<file path="src/rtl/pdl_pkg.sv">
/*
  Package for the phase comparator and lock detect control block.
  Holds register offsets, field positions, reset values, lock window
  figures and the packed carriers. Assumes a 200 MHz system clock.
*/
package pdl_pkg;

  // Clock
  localparam int CLK_PERIOD_PS = 5000;

  // Register offsets (6-bit serial address)
  localparam logic [5:0] ADDR_REF_DIV = 6'h02;
  localparam logic [5:0] ADDR_LD_CFG = 6'h07;
  localparam logic [5:0] ADDR_REF_BUF = 6'h08;
  localparam logic [5:0] ADDR_PD_CTL = 6'h0b;
  localparam logic [5:0] ADDR_PIN_SEL = 6'h0f;
  localparam logic [5:0] ADDR_LD_STAT = 6'h12;

  // Field positions
  localparam int LD_THR_LSB = 0;
  localparam int LD_DIV_LSB = 5;
  localparam int LD_SPD_LSB = 8;
  localparam int LD_EN_BIT = 11;
  localparam int LD_TMR_BIT = 14;
  localparam int LD_TRAIN_BIT = 20;
  localparam int REF_BUF_HF_BIT = 21;
  localparam int PD_UP_EN_BIT = 5;
  localparam int PD_DN_EN_BIT = 6;
  localparam int PD_FRC_UP_BIT = 9;
  localparam int PD_FRC_DN_BIT = 10;
  localparam int PIN_ALWAYS_BIT = 6;
  localparam int STAT_LOCK_BIT = 1;
  localparam logic [4:0] PIN_SEL_LOCK = 5'h01;

  // Reset values
  localparam logic [23:0] RST_REF_DIV = 24'h000001;
  localparam logic [23:0] RST_LD_CFG = 24'h000000;
  localparam logic [23:0] RST_REF_BUF = 24'h000000;
  localparam logic [23:0] RST_PD_CTL = 24'h000060;
  localparam logic [23:0] RST_PIN_SEL = 24'h000000;

  // Serial frame: read flag, 6 address bits, 24 data bits
  localparam logic [4:0] SER_HDR_BITS = 5'h07;
  localparam logic [4:0] SER_FRAME_BITS = 5'h1f;

  // Divider ranges
  localparam logic [18:0] N_MAX_INT = 19'h7ffff;
  localparam logic [18:0] N_MIN_INT = 19'h00010;
  localparam logic [18:0] N_MAX_FRAC = 19'h7fffb;
  localparam logic [18:0] N_MIN_FRAC = 19'h00014;

  // Nominal lock window in ps, [timer speed][timer divide]
  localparam int LD_WIN_PS [0:3][0:7] = '{
    '{6500, 8000, 11000, 17000, 29000, 53000, 100000, 195000},
    '{7000, 8900, 12800, 21000, 36000, 68000, 130000, 255000},
    '{7100, 9200, 13300, 22000, 38000, 72000, 138000, 272000},
    '{7600, 10200, 15400, 26000, 47000, 88000, 172000, 338000}};
  localparam int WIN_W = 10;

  typedef struct packed {
    logic up;
    logic dn;
    logic hiz;
  } pdl_cp_t;

  typedef struct packed {
    logic sck;
    logic sdi;
    logic sen;
  } pdl_ser_t;

  typedef enum logic [1:0] {LD_IDLE, LD_WAIT_RF, LD_WAIT_REF} pdl_ld_st_t;
  typedef enum logic [1:0] {TR_IDLE, TR_ARM, TR_MEAS} pdl_tr_st_t;

endpackage

</file>
<file path="src/rtl/pdl_ctrl.sv">
/*
  Phase comparator, dividers, lock detector and serial register port.
  Assumes serial pins, reference and RF inputs are asynchronous and
  far slower than the 200 MHz clock; edges are found by sampling.
*/
// Overview of operation
// - Up enable clear masks every up pulse from the charge pump.
// - Down enable clear masks every down pulse from the charge pump.
// - Both enables and both force bits clear puts charge pump in high impedance, rest keeps running.
// - Force bits hold the charge pump sourcing or sinking continuously.
// - Reference buffer bit selects high gain or high frequency mode.
// - Reference divider is 14 bits, dividing by 1 to 16383.
// - RF divider spans 20..524283 fractional, 16..524287 integer.
// - Lock detector and counters run only while enabled.
// - Status register bit reads one when locked.
// - Lock indication can drive the shared output pin, high when locked.
// - Timer runs only when enabled; train bit starts window calibration.
// - Both edges inside one window increment the lock counter.
// - Lock is declared at threshold and held while count stays there.
// - A missed window clears the counter and unlocks at once.
// - Window length comes from timer speed and divide fields, or from the trained value once training completes.
// - Pin select value one routes lock to the shared pin.
// - During a serial read the shared pin carries readback data unless the pin select always bit is set.
`timescale 1ns/1ps
module pdl_ctrl
  import pdl_pkg::*;
(
  // Clock and reset
  input wire logic i_clk,
  input wire logic i_rst,
  // Serial port pins
  input wire pdl_ser_t i_ser,
  // Divider inputs
  input wire logic i_ref_in,
  input wire logic i_rf_in,
  input wire logic [18:0] i_n_ratio,
  input wire logic i_frac_mode,
  // Charge pump and reference buffer
  output pdl_cp_t o_cp,
  output logic o_ref_high_freq,
  // Shared lock and readback pin
  output logic o_lock_or_readback_pin
);

  function automatic logic [WIN_W-1:0] win_cycles(input logic [1:0] spd,
                                                  input logic [2:0] dv);
    int c;
    c = LD_WIN_PS[spd][dv] / CLK_PERIOD_PS;
    if (c < 1) begin
      c = 1;
    end
    return WIN_W'(c);
  endfunction

  function automatic logic rise(input logic now, input logic prev);
    return now & ~prev;
  endfunction

  // Input synchronisers
  logic [4:0] s1_reg;
  logic [4:0] s2_reg;
  logic [4:0] s3_reg;
  always_ff @(posedge i_clk) begin
    if (i_rst) begin
      s1_reg <= 5'h00;
      s2_reg <= 5'h00;
      s3_reg <= 5'h00;
    end else begin
      s1_reg <= {i_rf_in, i_ref_in, i_ser.sen, i_ser.sdi, i_ser.sck};
      s2_reg <= s1_reg;
      s3_reg <= s2_reg;
    end
  end
  logic sck_rise;
  logic sck_fall;
  logic sen_fall;
  logic ref_edge;
  logic rf_edge;
  assign sck_rise = rise(s2_reg[0], s3_reg[0]);
  assign sck_fall = rise(s3_reg[0], s2_reg[0]);
  assign sen_fall = rise(s3_reg[2], s2_reg[2]);
  assign ref_edge = rise(s2_reg[3], s3_reg[3]);
  assign rf_edge = rise(s2_reg[4], s3_reg[4]);

  // Registers
  logic [23:0] ref_div_reg;
  logic [23:0] ld_cfg_reg;
  logic [23:0] ref_buf_reg;
  logic [23:0] pd_ctl_reg;
  logic [23:0] pin_sel_reg;
  logic lock_reg;

  // Serial port
  logic [30:0] sh_reg;
  logic [4:0] bit_cnt_reg;
  logic [23:0] rd_sh_reg;
  logic sdo_reg;
  logic rd_flag_reg;
  logic wr_commit;
  logic [5:0] hdr_addr;
  assign hdr_addr = sh_reg[5:0];
  assign wr_commit = sen_fall && bit_cnt_reg == SER_FRAME_BITS && !sh_reg[30];

  function automatic logic [23:0] rd_mux(input logic [5:0] a);
    unique case (a)
      ADDR_REF_DIV: return ref_div_reg;
      ADDR_LD_CFG: return ld_cfg_reg;
      ADDR_REF_BUF: return ref_buf_reg;
      ADDR_PD_CTL: return pd_ctl_reg;
      ADDR_PIN_SEL: return pin_sel_reg;
      ADDR_LD_STAT: return 24'(lock_reg) << STAT_LOCK_BIT;
      default: return 24'h000000;
    endcase
  endfunction

  // Read flag kept apart: it walks up the shift register as data arrives
  always_ff @(posedge i_clk) begin
    if (i_rst || !s2_reg[2]) begin
      sh_reg <= 31'h00000000;
      bit_cnt_reg <= 5'h00;
      rd_flag_reg <= 1'b0;
    end else if (sck_rise && bit_cnt_reg != SER_FRAME_BITS) begin
      sh_reg <= {sh_reg[29:0], s2_reg[1]};
      bit_cnt_reg <= bit_cnt_reg + 5'h01;
      if (bit_cnt_reg == 5'h00) begin
        rd_flag_reg <= s2_reg[1];
      end
    end
  end

  // Read data leaves on falling clock, MSB first
  logic reading;
  assign reading = s2_reg[2] && bit_cnt_reg >= SER_HDR_BITS && rd_flag_reg;
  always_ff @(posedge i_clk) begin
    if (i_rst) begin
      rd_sh_reg <= 24'h000000;
      sdo_reg <= 1'b0;
    end else if (sck_rise && bit_cnt_reg == SER_HDR_BITS - 5'h01) begin
      rd_sh_reg <= rd_mux({sh_reg[4:0], s2_reg[1]});
    end else if (reading && sck_fall) begin
      sdo_reg <= rd_sh_reg[23];
      rd_sh_reg <= {rd_sh_reg[22:0], 1'b0};
    end
  end

  always_ff @(posedge i_clk) begin
    if (i_rst) begin
      ref_div_reg <= RST_REF_DIV;
      ld_cfg_reg <= RST_LD_CFG;
      ref_buf_reg <= RST_REF_BUF;
      pd_ctl_reg <= RST_PD_CTL;
      pin_sel_reg <= RST_PIN_SEL;
    end else if (wr_commit) begin
      unique case (sh_reg[29:24])
        ADDR_REF_DIV: ref_div_reg <= sh_reg[23:0];
        ADDR_LD_CFG: ld_cfg_reg <= sh_reg[23:0];
        ADDR_REF_BUF: ref_buf_reg <= sh_reg[23:0];
        ADDR_PD_CTL: pd_ctl_reg <= sh_reg[23:0];
        ADDR_PIN_SEL: pin_sel_reg <= sh_reg[23:0];
        default: ;
      endcase
    end
  end

  logic ld_en;
  logic tmr_en;
  logic train;
  logic [2:0] ld_thr;
  assign ld_en = ld_cfg_reg[LD_EN_BIT];
  assign tmr_en = ld_cfg_reg[LD_TMR_BIT];
  assign train = ld_cfg_reg[LD_TRAIN_BIT];
  assign ld_thr = ld_cfg_reg[LD_THR_LSB +: 3];

  // Reference divider; a zero setting behaves as one
  logic [13:0] r_cnt_reg;
  logic [13:0] r_val;
  logic ref_pulse;
  assign r_val = ref_div_reg[13:0] == 14'h0000 ? 14'h0001 : ref_div_reg[13:0];
  assign ref_pulse = ref_edge && r_cnt_reg >= r_val - 14'h0001;
  always_ff @(posedge i_clk) begin
    if (i_rst || ref_pulse) begin
      r_cnt_reg <= 14'h0000;
    end else if (ref_edge) begin
      r_cnt_reg <= r_cnt_reg + 14'h0001;
    end
  end

  // RF divider, ratio clamped to the legal range of the mode
  logic [18:0] n_cnt_reg;
  logic [18:0] n_val;
  logic rf_pulse;
  always_comb begin
    n_val = i_n_ratio;
    if (i_frac_mode) begin
      if (n_val < N_MIN_FRAC) n_val = N_MIN_FRAC;
      if (n_val > N_MAX_FRAC) n_val = N_MAX_FRAC;
    end else if (n_val < N_MIN_INT) begin
      n_val = N_MIN_INT;
    end
  end
  assign rf_pulse = rf_edge && n_cnt_reg >= n_val - 19'h00001;
  always_ff @(posedge i_clk) begin
    if (i_rst || rf_pulse) begin
      n_cnt_reg <= 19'h00000;
    end else if (rf_edge) begin
      n_cnt_reg <= n_cnt_reg + 19'h00001;
    end
  end

  // Phase comparator and charge pump drive
  logic up_q_reg;
  logic dn_q_reg;
  logic up_set;
  logic dn_set;
  assign up_set = up_q_reg | ref_pulse;
  assign dn_set = dn_q_reg | rf_pulse;
  always_ff @(posedge i_clk) begin
    if (i_rst || (up_set && dn_set)) begin
      up_q_reg <= 1'b0;
      dn_q_reg <= 1'b0;
    end else begin
      up_q_reg <= up_set;
      dn_q_reg <= dn_set;
    end
  end

  logic up_en;
  logic dn_en;
  logic frc_up;
  logic frc_dn;
  assign up_en = pd_ctl_reg[PD_UP_EN_BIT];
  assign dn_en = pd_ctl_reg[PD_DN_EN_BIT];
  assign frc_up = pd_ctl_reg[PD_FRC_UP_BIT];
  assign frc_dn = pd_ctl_reg[PD_FRC_DN_BIT];
  // Forcing overrides the masks so the tuning range ends can be reached
  always_ff @(posedge i_clk) begin
    if (i_rst) begin
      o_cp <= '0;
      o_ref_high_freq <= 1'b0;
    end else begin
      o_cp.up <= frc_up | (up_en & up_q_reg);
      o_cp.dn <= frc_dn | (dn_en & dn_q_reg);
      o_cp.hiz <= !up_en && !dn_en && !frc_up && !frc_dn;
      o_ref_high_freq <= ref_buf_reg[REF_BUF_HF_BIT];
    end
  end

  // Training: half of one measured comparison period
  pdl_tr_st_t tr_st_reg;
  logic train_q_reg;
  logic trained_reg;
  logic [WIN_W:0] per_cnt_reg;
  logic [WIN_W-1:0] tr_win_reg;
  always_ff @(posedge i_clk) begin
    if (i_rst || !train || !tmr_en) begin
      tr_st_reg <= TR_IDLE;
      trained_reg <= 1'b0;
      per_cnt_reg <= '0;
      tr_win_reg <= '0;
    end else begin
      unique case (tr_st_reg)
        TR_IDLE: if (!train_q_reg) tr_st_reg <= TR_ARM;
        TR_ARM: if (ref_pulse) begin
          tr_st_reg <= TR_MEAS;
          per_cnt_reg <= '0;
        end
        TR_MEAS: if (ref_pulse) begin
          tr_win_reg <= per_cnt_reg[WIN_W:1] == '0 ? WIN_W'(1) :
                        per_cnt_reg[WIN_W:1];
          trained_reg <= 1'b1;
          tr_st_reg <= TR_IDLE;
        end else if (!(&per_cnt_reg)) begin
          per_cnt_reg <= per_cnt_reg + 1'b1;
        end
      endcase
    end
  end
  always_ff @(posedge i_clk) begin
    if (i_rst) train_q_reg <= 1'b0;
    else train_q_reg <= train && tmr_en;
  end

  logic [WIN_W-1:0] win_len;
  assign win_len = trained_reg ? tr_win_reg :
                   win_cycles(ld_cfg_reg[LD_SPD_LSB +: 2],
                              ld_cfg_reg[LD_DIV_LSB +: 3]);

  // Lock window tracking
  pdl_ld_st_t ld_st_reg;
  logic [WIN_W-1:0] win_cnt_reg;
  logic [2:0] hit_cnt_reg;
  logic hit;
  logic miss;
  always_comb begin
    hit = 1'b0;
    miss = 1'b0;
    unique case (ld_st_reg)
      LD_IDLE: hit = ref_pulse && rf_pulse;
      LD_WAIT_RF: begin
        hit = rf_pulse && win_cnt_reg < win_len;
        miss = !hit && (ref_pulse || win_cnt_reg >= win_len);
      end
      LD_WAIT_REF: begin
        hit = ref_pulse && win_cnt_reg < win_len;
        miss = !hit && (rf_pulse || win_cnt_reg >= win_len);
      end
      default: ;
    endcase
  end

  always_ff @(posedge i_clk) begin
    if (i_rst || !ld_en || !tmr_en) begin
      ld_st_reg <= LD_IDLE;
      win_cnt_reg <= '0;
    end else if (ld_st_reg == LD_IDLE) begin
      win_cnt_reg <= WIN_W'(1);
      if (ref_pulse && !rf_pulse) ld_st_reg <= LD_WAIT_RF;
      else if (rf_pulse && !ref_pulse) ld_st_reg <= LD_WAIT_REF;
    end else if (hit || miss) begin
      ld_st_reg <= LD_IDLE;
    end else begin
      win_cnt_reg <= win_cnt_reg + 1'b1;
    end
  end

  always_ff @(posedge i_clk) begin
    if (i_rst || !ld_en) begin
      hit_cnt_reg <= 3'h0;
      lock_reg <= 1'b0;
    end else if (miss) begin
      hit_cnt_reg <= 3'h0;
      lock_reg <= 1'b0;
    end else if (hit) begin
      if (hit_cnt_reg != 3'h7) hit_cnt_reg <= hit_cnt_reg + 3'h1;
      if (hit_cnt_reg + 3'h1 >= ld_thr || hit_cnt_reg == 3'h7) begin
        lock_reg <= 1'b1;
      end
    end
  end

  // Shared pin: readback wins during a read unless lock is pinned there
  logic pin_lock;
  assign pin_lock = pin_sel_reg[4:0] == PIN_SEL_LOCK ||
                    pin_sel_reg[PIN_ALWAYS_BIT];
  always_ff @(posedge i_clk) begin
    if (i_rst) begin
      o_lock_or_readback_pin <= 1'b0;
    end else if (reading && !pin_sel_reg[PIN_ALWAYS_BIT]) begin
      o_lock_or_readback_pin <= sdo_reg;
    end else begin
      o_lock_or_readback_pin <= pin_lock & lock_reg;
    end
  end
endmodule

</file>
<file path="config.mk">
export PLATFORM = sky130hd
export DESIGN_NAME = pdl_ctrl
export DESIGN_NICKNAME = d
export VERILOG_FILES = /design/src/rtl/pdl_pkg.sv /design/src/rtl/pdl_ctrl.sv
export SDC_FILE = /design/constraint.sdc
export NUM_CORES = 1
export LEC_CHECK = 0
export BUFFER_PORTS_ARGS = -buffer_cell sky130_fd_sc_hd__buf_2
export CAP_MARGIN = 0
export CORE_ASPECT_RATIO = 0.8
export CORE_MARGIN = 1
export CORE_UTILIZATION = 61
export DETAILED_ROUTE_END_ITERATION = 8
export PLACE_DENSITY = 0.88
export SLEW_MARGIN = 20
export SYNTH_ARGS = -nofsm -noshare
export SYNTH_HDL_FRONTEND = slang
export SYNTH_SLANG_ARGS = --single-unit
</file>
<file path="constraint.sdc">
create_clock -name i_clk -period 18 [get_ports i_clk]
set_input_delay 3.6 -clock i_clk [delete_from_list [all_inputs] [get_ports i_clk]]
set_output_delay 3.6 -clock i_clk [all_outputs]
set_load 0.05 [all_outputs]
</file>
## Word-level counts from Yosys, hierarchy flattened

Cells that the tools add are included.

- Add/subtract/negate cells: 8
- $mul: 0
- Div/mod/pow operators: 1
- Magnitude comparators: 12
- Equality and inequality tests: 28
- Shift operators: 0
- Mux-type cells: 35
- Bitwise gates (word level): 20
- Reduce and logical (&&, ||, !) cells: 73

Operator list:

| cell | number |
|---|---|
| $bmux W256 S2 | 1 |
| $mux W256 | 2 |
| $pmux W24 S6 | 1 |
| $bmux W32 S3 | 1 |
| $mux W19 | 5 |
| $mux W32 | 2 |
| $mux W24 | 2 |
| $lt A19 B5 Y1 const B | 2 |
| $eq A6 B4 Y1 const B | 6 |
| $mux W11 | 3 |
| $div A32 B14 Y32 const B | 1 |
| $lt A32 B2 Y1 const B | 1 |
| $mux W10 | 3 |
| $logic_and A1 B1 Y1 | 22 |
| $pmux W11 S2 | 1 |
| $reduce_and A2 Y1 | 11 |
| $add A19 B1 Y19 const B | 1 |
| $ge A19 B19 Y1 | 1 |
| $gt A19 B19 Y1 const B | 1 |
| $sub A19 B1 Y19 const B | 1 |
| $add A14 B1 Y14 const B | 1 |
| $ge A14 B14 Y1 | 1 |
| $logic_not A1 Y1 | 14 |
| $logic_not A14 Y1 | 1 |
| 44 further kinds | 92 |

- Flip-flop bits (word level): 278
- Bits in latches: 0
- RAM bits: 0
- ROM bits: 0
- Bits of input ports: 27
- Memories kept: 0

## Logic depth before layout (Yosys ltp)

- Depth in word-level cells: 19
- Mapped depth: 37
- Gate-level depth less buffers: 32

## Least setup slack after synthesis

OpenSTA, ideal clock, no wires.

- Path type: input -> register
- Start point: in i_n_ratio[8]
- End point: reg win_cnt_reg[2]
- Arrival time: 9.099 ns
- Slack: 8.784 ns
- Cell stages on the path: 29
- Cell sequence: or3_1 > nor4_1 > nand3_1 > a21oi_1 > o2111a_1 > a21oi_1 > ha_1 > ha_1 > nor2b_1 > o21a_1 > o21a_1 > o21a_1 > o21a_1 > o21a_1 > o21a_1 > o21a_1 > o21a_1 > o21ai_0 > a21oi_1 > o31a_1 > o31a_1 > o21a_1 > o21a_1 > o21ai_0 > a21oi_1 > o221ai_1 > clkbuf_1 > a31oi_1 > a41o_1

- Cells in the longest elaborated chain, start to end: 14
- Elaborated cells on any way between the ends: 20
- Classes of those cells: 1 x add/sub; 4 x order compare; 7 x mux; 8 x reduce/logical

RTL lines:

| what | line | RTL |
|---|---|---|
| start: declaration | pdl_ctrl.sv:36 | `input wire logic [18:0] i_n_ratio,` |
| $lt A19 B5 Y1 | pdl_ctrl.sv:195 | `if (n_val < N_MIN_FRAC) n_val = N_MIN_FRAC;` |
| $mux W19 | pdl_ctrl.sv:195 |  |
| $mux W19 | pdl_ctrl.sv:194 | `if (i_frac_mode) begin` |
| $gt A19 B19 Y1 | pdl_ctrl.sv:196 | `if (n_val > N_MAX_FRAC) n_val = N_MAX_FRAC;` |
| $mux W19 | pdl_ctrl.sv:196 |  |
| $mux W19 * | pdl_ctrl.sv:194 |  |
| $sub A19 B1 Y19 * | pdl_ctrl.sv:201 | `assign rf_pulse = rf_edge && n_cnt_reg >= n_val - 19'h00001;` |
| $ge A19 B19 Y1 * | pdl_ctrl.sv:201 |  |
| $logic_and A1 B1 Y1 * | pdl_ctrl.sv:201 |  |
| $logic_and A1 B1 Y1 | pdl_ctrl.sv:300 | `hit = rf_pulse && win_cnt_reg < win_len;` |
| $logic_not A1 Y1 | pdl_ctrl.sv:301 | `miss = !hit && (ref_pulse \|\| win_cnt_reg >= win_len);` |
| $logic_and A1 B1 Y1 | pdl_ctrl.sv:301 |  |
| $pmux W1 S2 | pdl_ctrl.sv:297 | `unique case (ld_st_reg)` |
| $logic_or A1 B1 Y1 * | pdl_ctrl.sv:319 | `end else if (hit \|\| miss) begin` |
| end signal: assignment | pdl_ctrl.sv:322 | `win_cnt_reg <= win_cnt_reg + 1'b1;` |
| end: declaration | pdl_ctrl.sv:290 | `logic [WIN_W-1:0] win_cnt_reg;` |

Every way passes the cells marked *; elsewhere a longest branch is shown, timed or not. The select of a mux whose other input is x is not followed.
A chain may end at the register's enable or synchronous reset.

## Final worst setup path

- Start point: reg ld_cfg_reg[9]
- End point: reg lock_reg

- Cells in the longest elaborated chain, start to end: 17
- Elaborated cells on any way between the ends: 25
- Classes of those cells: 1 x div; 3 x order compare; 10 x mux; 1 x bitwise; 10 x reduce/logical

RTL lines:

| what | line | RTL |
|---|---|---|
| start: declaration | pdl_ctrl.sv:87 | `logic [23:0] ld_cfg_reg;` |
| start signal: assignment | pdl_ctrl.sv:156 | `ADDR_LD_CFG: ld_cfg_reg <= sh_reg[23:0];` |
| $not A2 Y3 (not written as such) * | pdl_ctrl.sv:48 | `c = LD_WIN_PS[spd][dv] / CLK_PERIOD_PS;` |
| $bmux W256 S2 * | pdl_ctrl.sv:48 |  |
| $mux W256 (not written as such) * (2 in series) | pdl_ctrl.sv:48 |  |
| $bmux W32 S3 * | pdl_ctrl.sv:48 |  |
| $mux W32 (not written as such) * (2 in series) | pdl_ctrl.sv:48 |  |
| $div A32 B14 Y32 * | pdl_ctrl.sv:48 |  |
| $lt A32 B2 Y1 | pdl_ctrl.sv:49 | `if (c < 1) begin` |
| $mux W10 * | pdl_ctrl.sv:49 |  |
| $mux W10 * | pdl_ctrl.sv:284 | `assign win_len = trained_reg ? tr_win_reg :` |
| $lt A10 B10 Y1 | pdl_ctrl.sv:300, pdl_ctrl.sv:304 |  |
| $logic_and A1 B1 Y1 (on tied branches) | pdl_ctrl.sv:304, pdl_ctrl.sv:300 |  |
| $logic_not A1 Y1 (on tied branches) | pdl_ctrl.sv:305, pdl_ctrl.sv:301 |  |
| $logic_and A1 B1 Y1 (on tied branches) | pdl_ctrl.sv:305, pdl_ctrl.sv:301 |  |
| $pmux W1 S2 | pdl_ctrl.sv:297 |  |
| $reduce_or A2 Y1 (no source line) | -- |  |
| end signal: assignment | pdl_ctrl.sv:329 | `lock_reg <= 1'b0;` |
| end signal: assignment | pdl_ctrl.sv:332 | `lock_reg <= 1'b0;` |
| end signal: assignment | pdl_ctrl.sv:336 | `lock_reg <= 1'b1;` |
| end: declaration | pdl_ctrl.sv:91 | `logic lock_reg;` |

Marked as above.

==> results.txt <==
antenna violations before repair = 0
Hold Path Class = reg -> reg
CTS tree = built
drt initial violations = 1876
layout cell share with drive strength beyond 1 = 0.0908
Least-Margin Pin Slew = 1.15 ns
Max-cap violations = 0
sequential area share after synthesis = 0.343
synthesized cell area = 16100 sq um
Slew headroom = 0.228
insertion delay to the later sink of the worst-skew pair = 0.56 ns
clock net sink count = 277
RSZ-0062 raised after global routing = no
Fin. Hold Viols = 0
CTS clk-pin slew, worst paths = 0.07 ns
drt total wl = 42400 microns
CP bufs+invs = 2
Placement Cell Area = 16500 sq um
# diodes = 0
crit path kind = reg -> reg
clk_skew = 0.0276 ns
largest fanout on the critical path = 18
hold slack final = 0.450 ns
Synth async-reset ratio = 0
most common cell in the synthesized netlist = nand2_1
CTS root buffer = clkbuf_16
Synth cell types = 107
Syn-to-layout area delta = 7.61%
worst r2r path cells = 31
final period demand of the worst path = 10.69 ns
I/O Buffers = 31
Crit path max-delay family = compound AO/OA/AOI/OAI gates
Largest register FFs = 31
Residual DRC = 0
Synth Register Bits = 277
Setup Fix Bufs, Post-CTS = 0
WL/cell = 17.4 microns
Die Wd = 184 microns
Post-synth EDFFs = 0
H-tree Lvls = 1
CP startpoint kind = register
iteration count of the initial detailed-routing pass = 6
vias per std cell = 6.37
routed via count = 15.5k
GRT Overall Usage = 0.310
Layout Cells excl Fill = 2433
worst vdd ir = 0.0000933 V
top cells by area, synth = dfxtp_1 (34%), nand2_1 (12%), a21oi_1 (6.9%), ha_1 (5.9%), nor2_1 (3.3%)
# fillers = 2116
Fmax = 0.0935 GHz
Syn Area/Cell = 7.71 sq um
post-DP HPWL = 27900 microns
Die ar. = 27100 sq um
Die Ht = 148 microns
Levels on crit path = 31
Core Box Area = 25600 sq um
top-area cell type share of the netlist area = 0.343
area leader, netlist = dfxtp_1
setup_tns = 0 ns
Worst Path Arrival = 11.20 ns
Mapped Nets = 2198
routability cong. = 0.953
Hold Path Stages = 2
Ports = 32
most instantiated cells after synthesis = nand2_1 (495), dfxtp_1 (277), a21oi_1 (222)
max-slew violation count = 0
Final #Nets = 2164
power per cell area = 69.6 nW/um^2
design area = 17400 sq um
number of global-route vias before repair = 14.5k
CTS Hold Bufs = 0
Placement Rows = 52
Initial Util = 0.630
Post-Synthesis Cells = 2095
first-pass GRT wire length = 70000 microns
max incr delay on CP = 0.84 ns
status = complete, no violations
Design Power = 1.21 mW
CP max stage cell = a2111oi_0
Setup-failing EPs final = 0
Worst setup EP type = register
Worst Path Required = 18.51 ns
final worst-path cycle share = 0.594
Leak Pwr = 6.18 nW
Routed Antenna Nets = 0
post-CTS sizing = 0
largest net degree at the start of global routing = 67
clock buffer depth = 3
grt ovf = 0
total CTS buffers = 27
YS warnings = 0
Placed Instances = 2382
main flop type after synthesis = dfxtp_1
## final timing paths
check / slack [ns] / startpoint / to
max: 7.31 / ld_cfg_reg[9]$_SDFFE_PP0P_ / lock_reg$_SDFFE_PP0P_
min: 0.45 / ld_cfg_reg[23]$_SDFFE_PP0P_ / ld_cfg_reg[23]$_SDFFE_PP0P_
max reg2reg: 7.31 / ld_cfg_reg[9]$_SDFFE_PP0P_ / lock_reg$_SDFFE_PP0P_
min reg2reg: 0.45 / ld_cfg_reg[23]$_SDFFE_PP0P_ / ld_cfg_reg[23]$_SDFFE_PP0P_
## area by class of cell
class	instances	area, sq um	area share
tap	351	439	0.0253
timing repair buffer	49	300	0.0173
multi-input combinational	1666	10100	0.579
clock inverter	11	105	0.00605
clock buffer	39	781	0.0449
inverter	40	150	0.00864
sequential	277	5550	0.319
## where the power goes
group	switching [mW]	internal (mW)
combinational	0.0202	0.00931
clock	0.246	0.318
sequential	0.00131	0.615
total	0.268	0.942
## kinds of logic after synthesis
kind of cell,Yosys count,synth area share
flip-flops,277,0.343
buffers and inverters,152,0.0370
AO/OA/AOI/OAI,506,0.209
adder cells (fa/ha/maj),79,0.0608
AND/OR/NAND/NOR,932,0.259
multiplexers,62,0.0430
XOR/XNOR,87,0.0481
## tightest hold or removal path: stages (launching register included)
cell	delay, ns
dfxtp_1	0.31
nand2_1	0.05
a21oi_1	0.05
## cell usage in the layout, fill, tap and decap left out, types with 30 or more instances in the layout
master,Yosys,routed
mux2i_1,32,32
buf_2,6,30
xor2_1,37,37
dfxtp_1,277,277
inv_1,37,37
ha_1,76,76
nor2_1,144,143
xnor2_1,48,48
nor2b_1,34,34
o21ai_0,62,62
nand3_1,71,70
nand2_1,495,495
a21oi_1,222,222
## stage by stage
stage                util  setup slack [ns]
floorplan               -              8.78
global placement    0.642              8.01
detailed placement  0.642              7.52
CTS                 0.677              7.52
global route        0.678              6.55
finish              0.678              7.31
## layer usage
| layer | GRT usage | vias to the layer above | part of all wire |
|---|---|---|---|
| li1 | - | 7343 | - |
| met1 | 0.434 | 7284 | 0.44 |
| met2 | 0.493 | 772 | 0.45 |
| met3 | 0.0431 | 98 | 0.091 |
| met4 | 0.0979 | 0 | 0.024 |
| met5 | 0 | - | 0 |
Note: power is estimated with default switching activity, not from simulation.
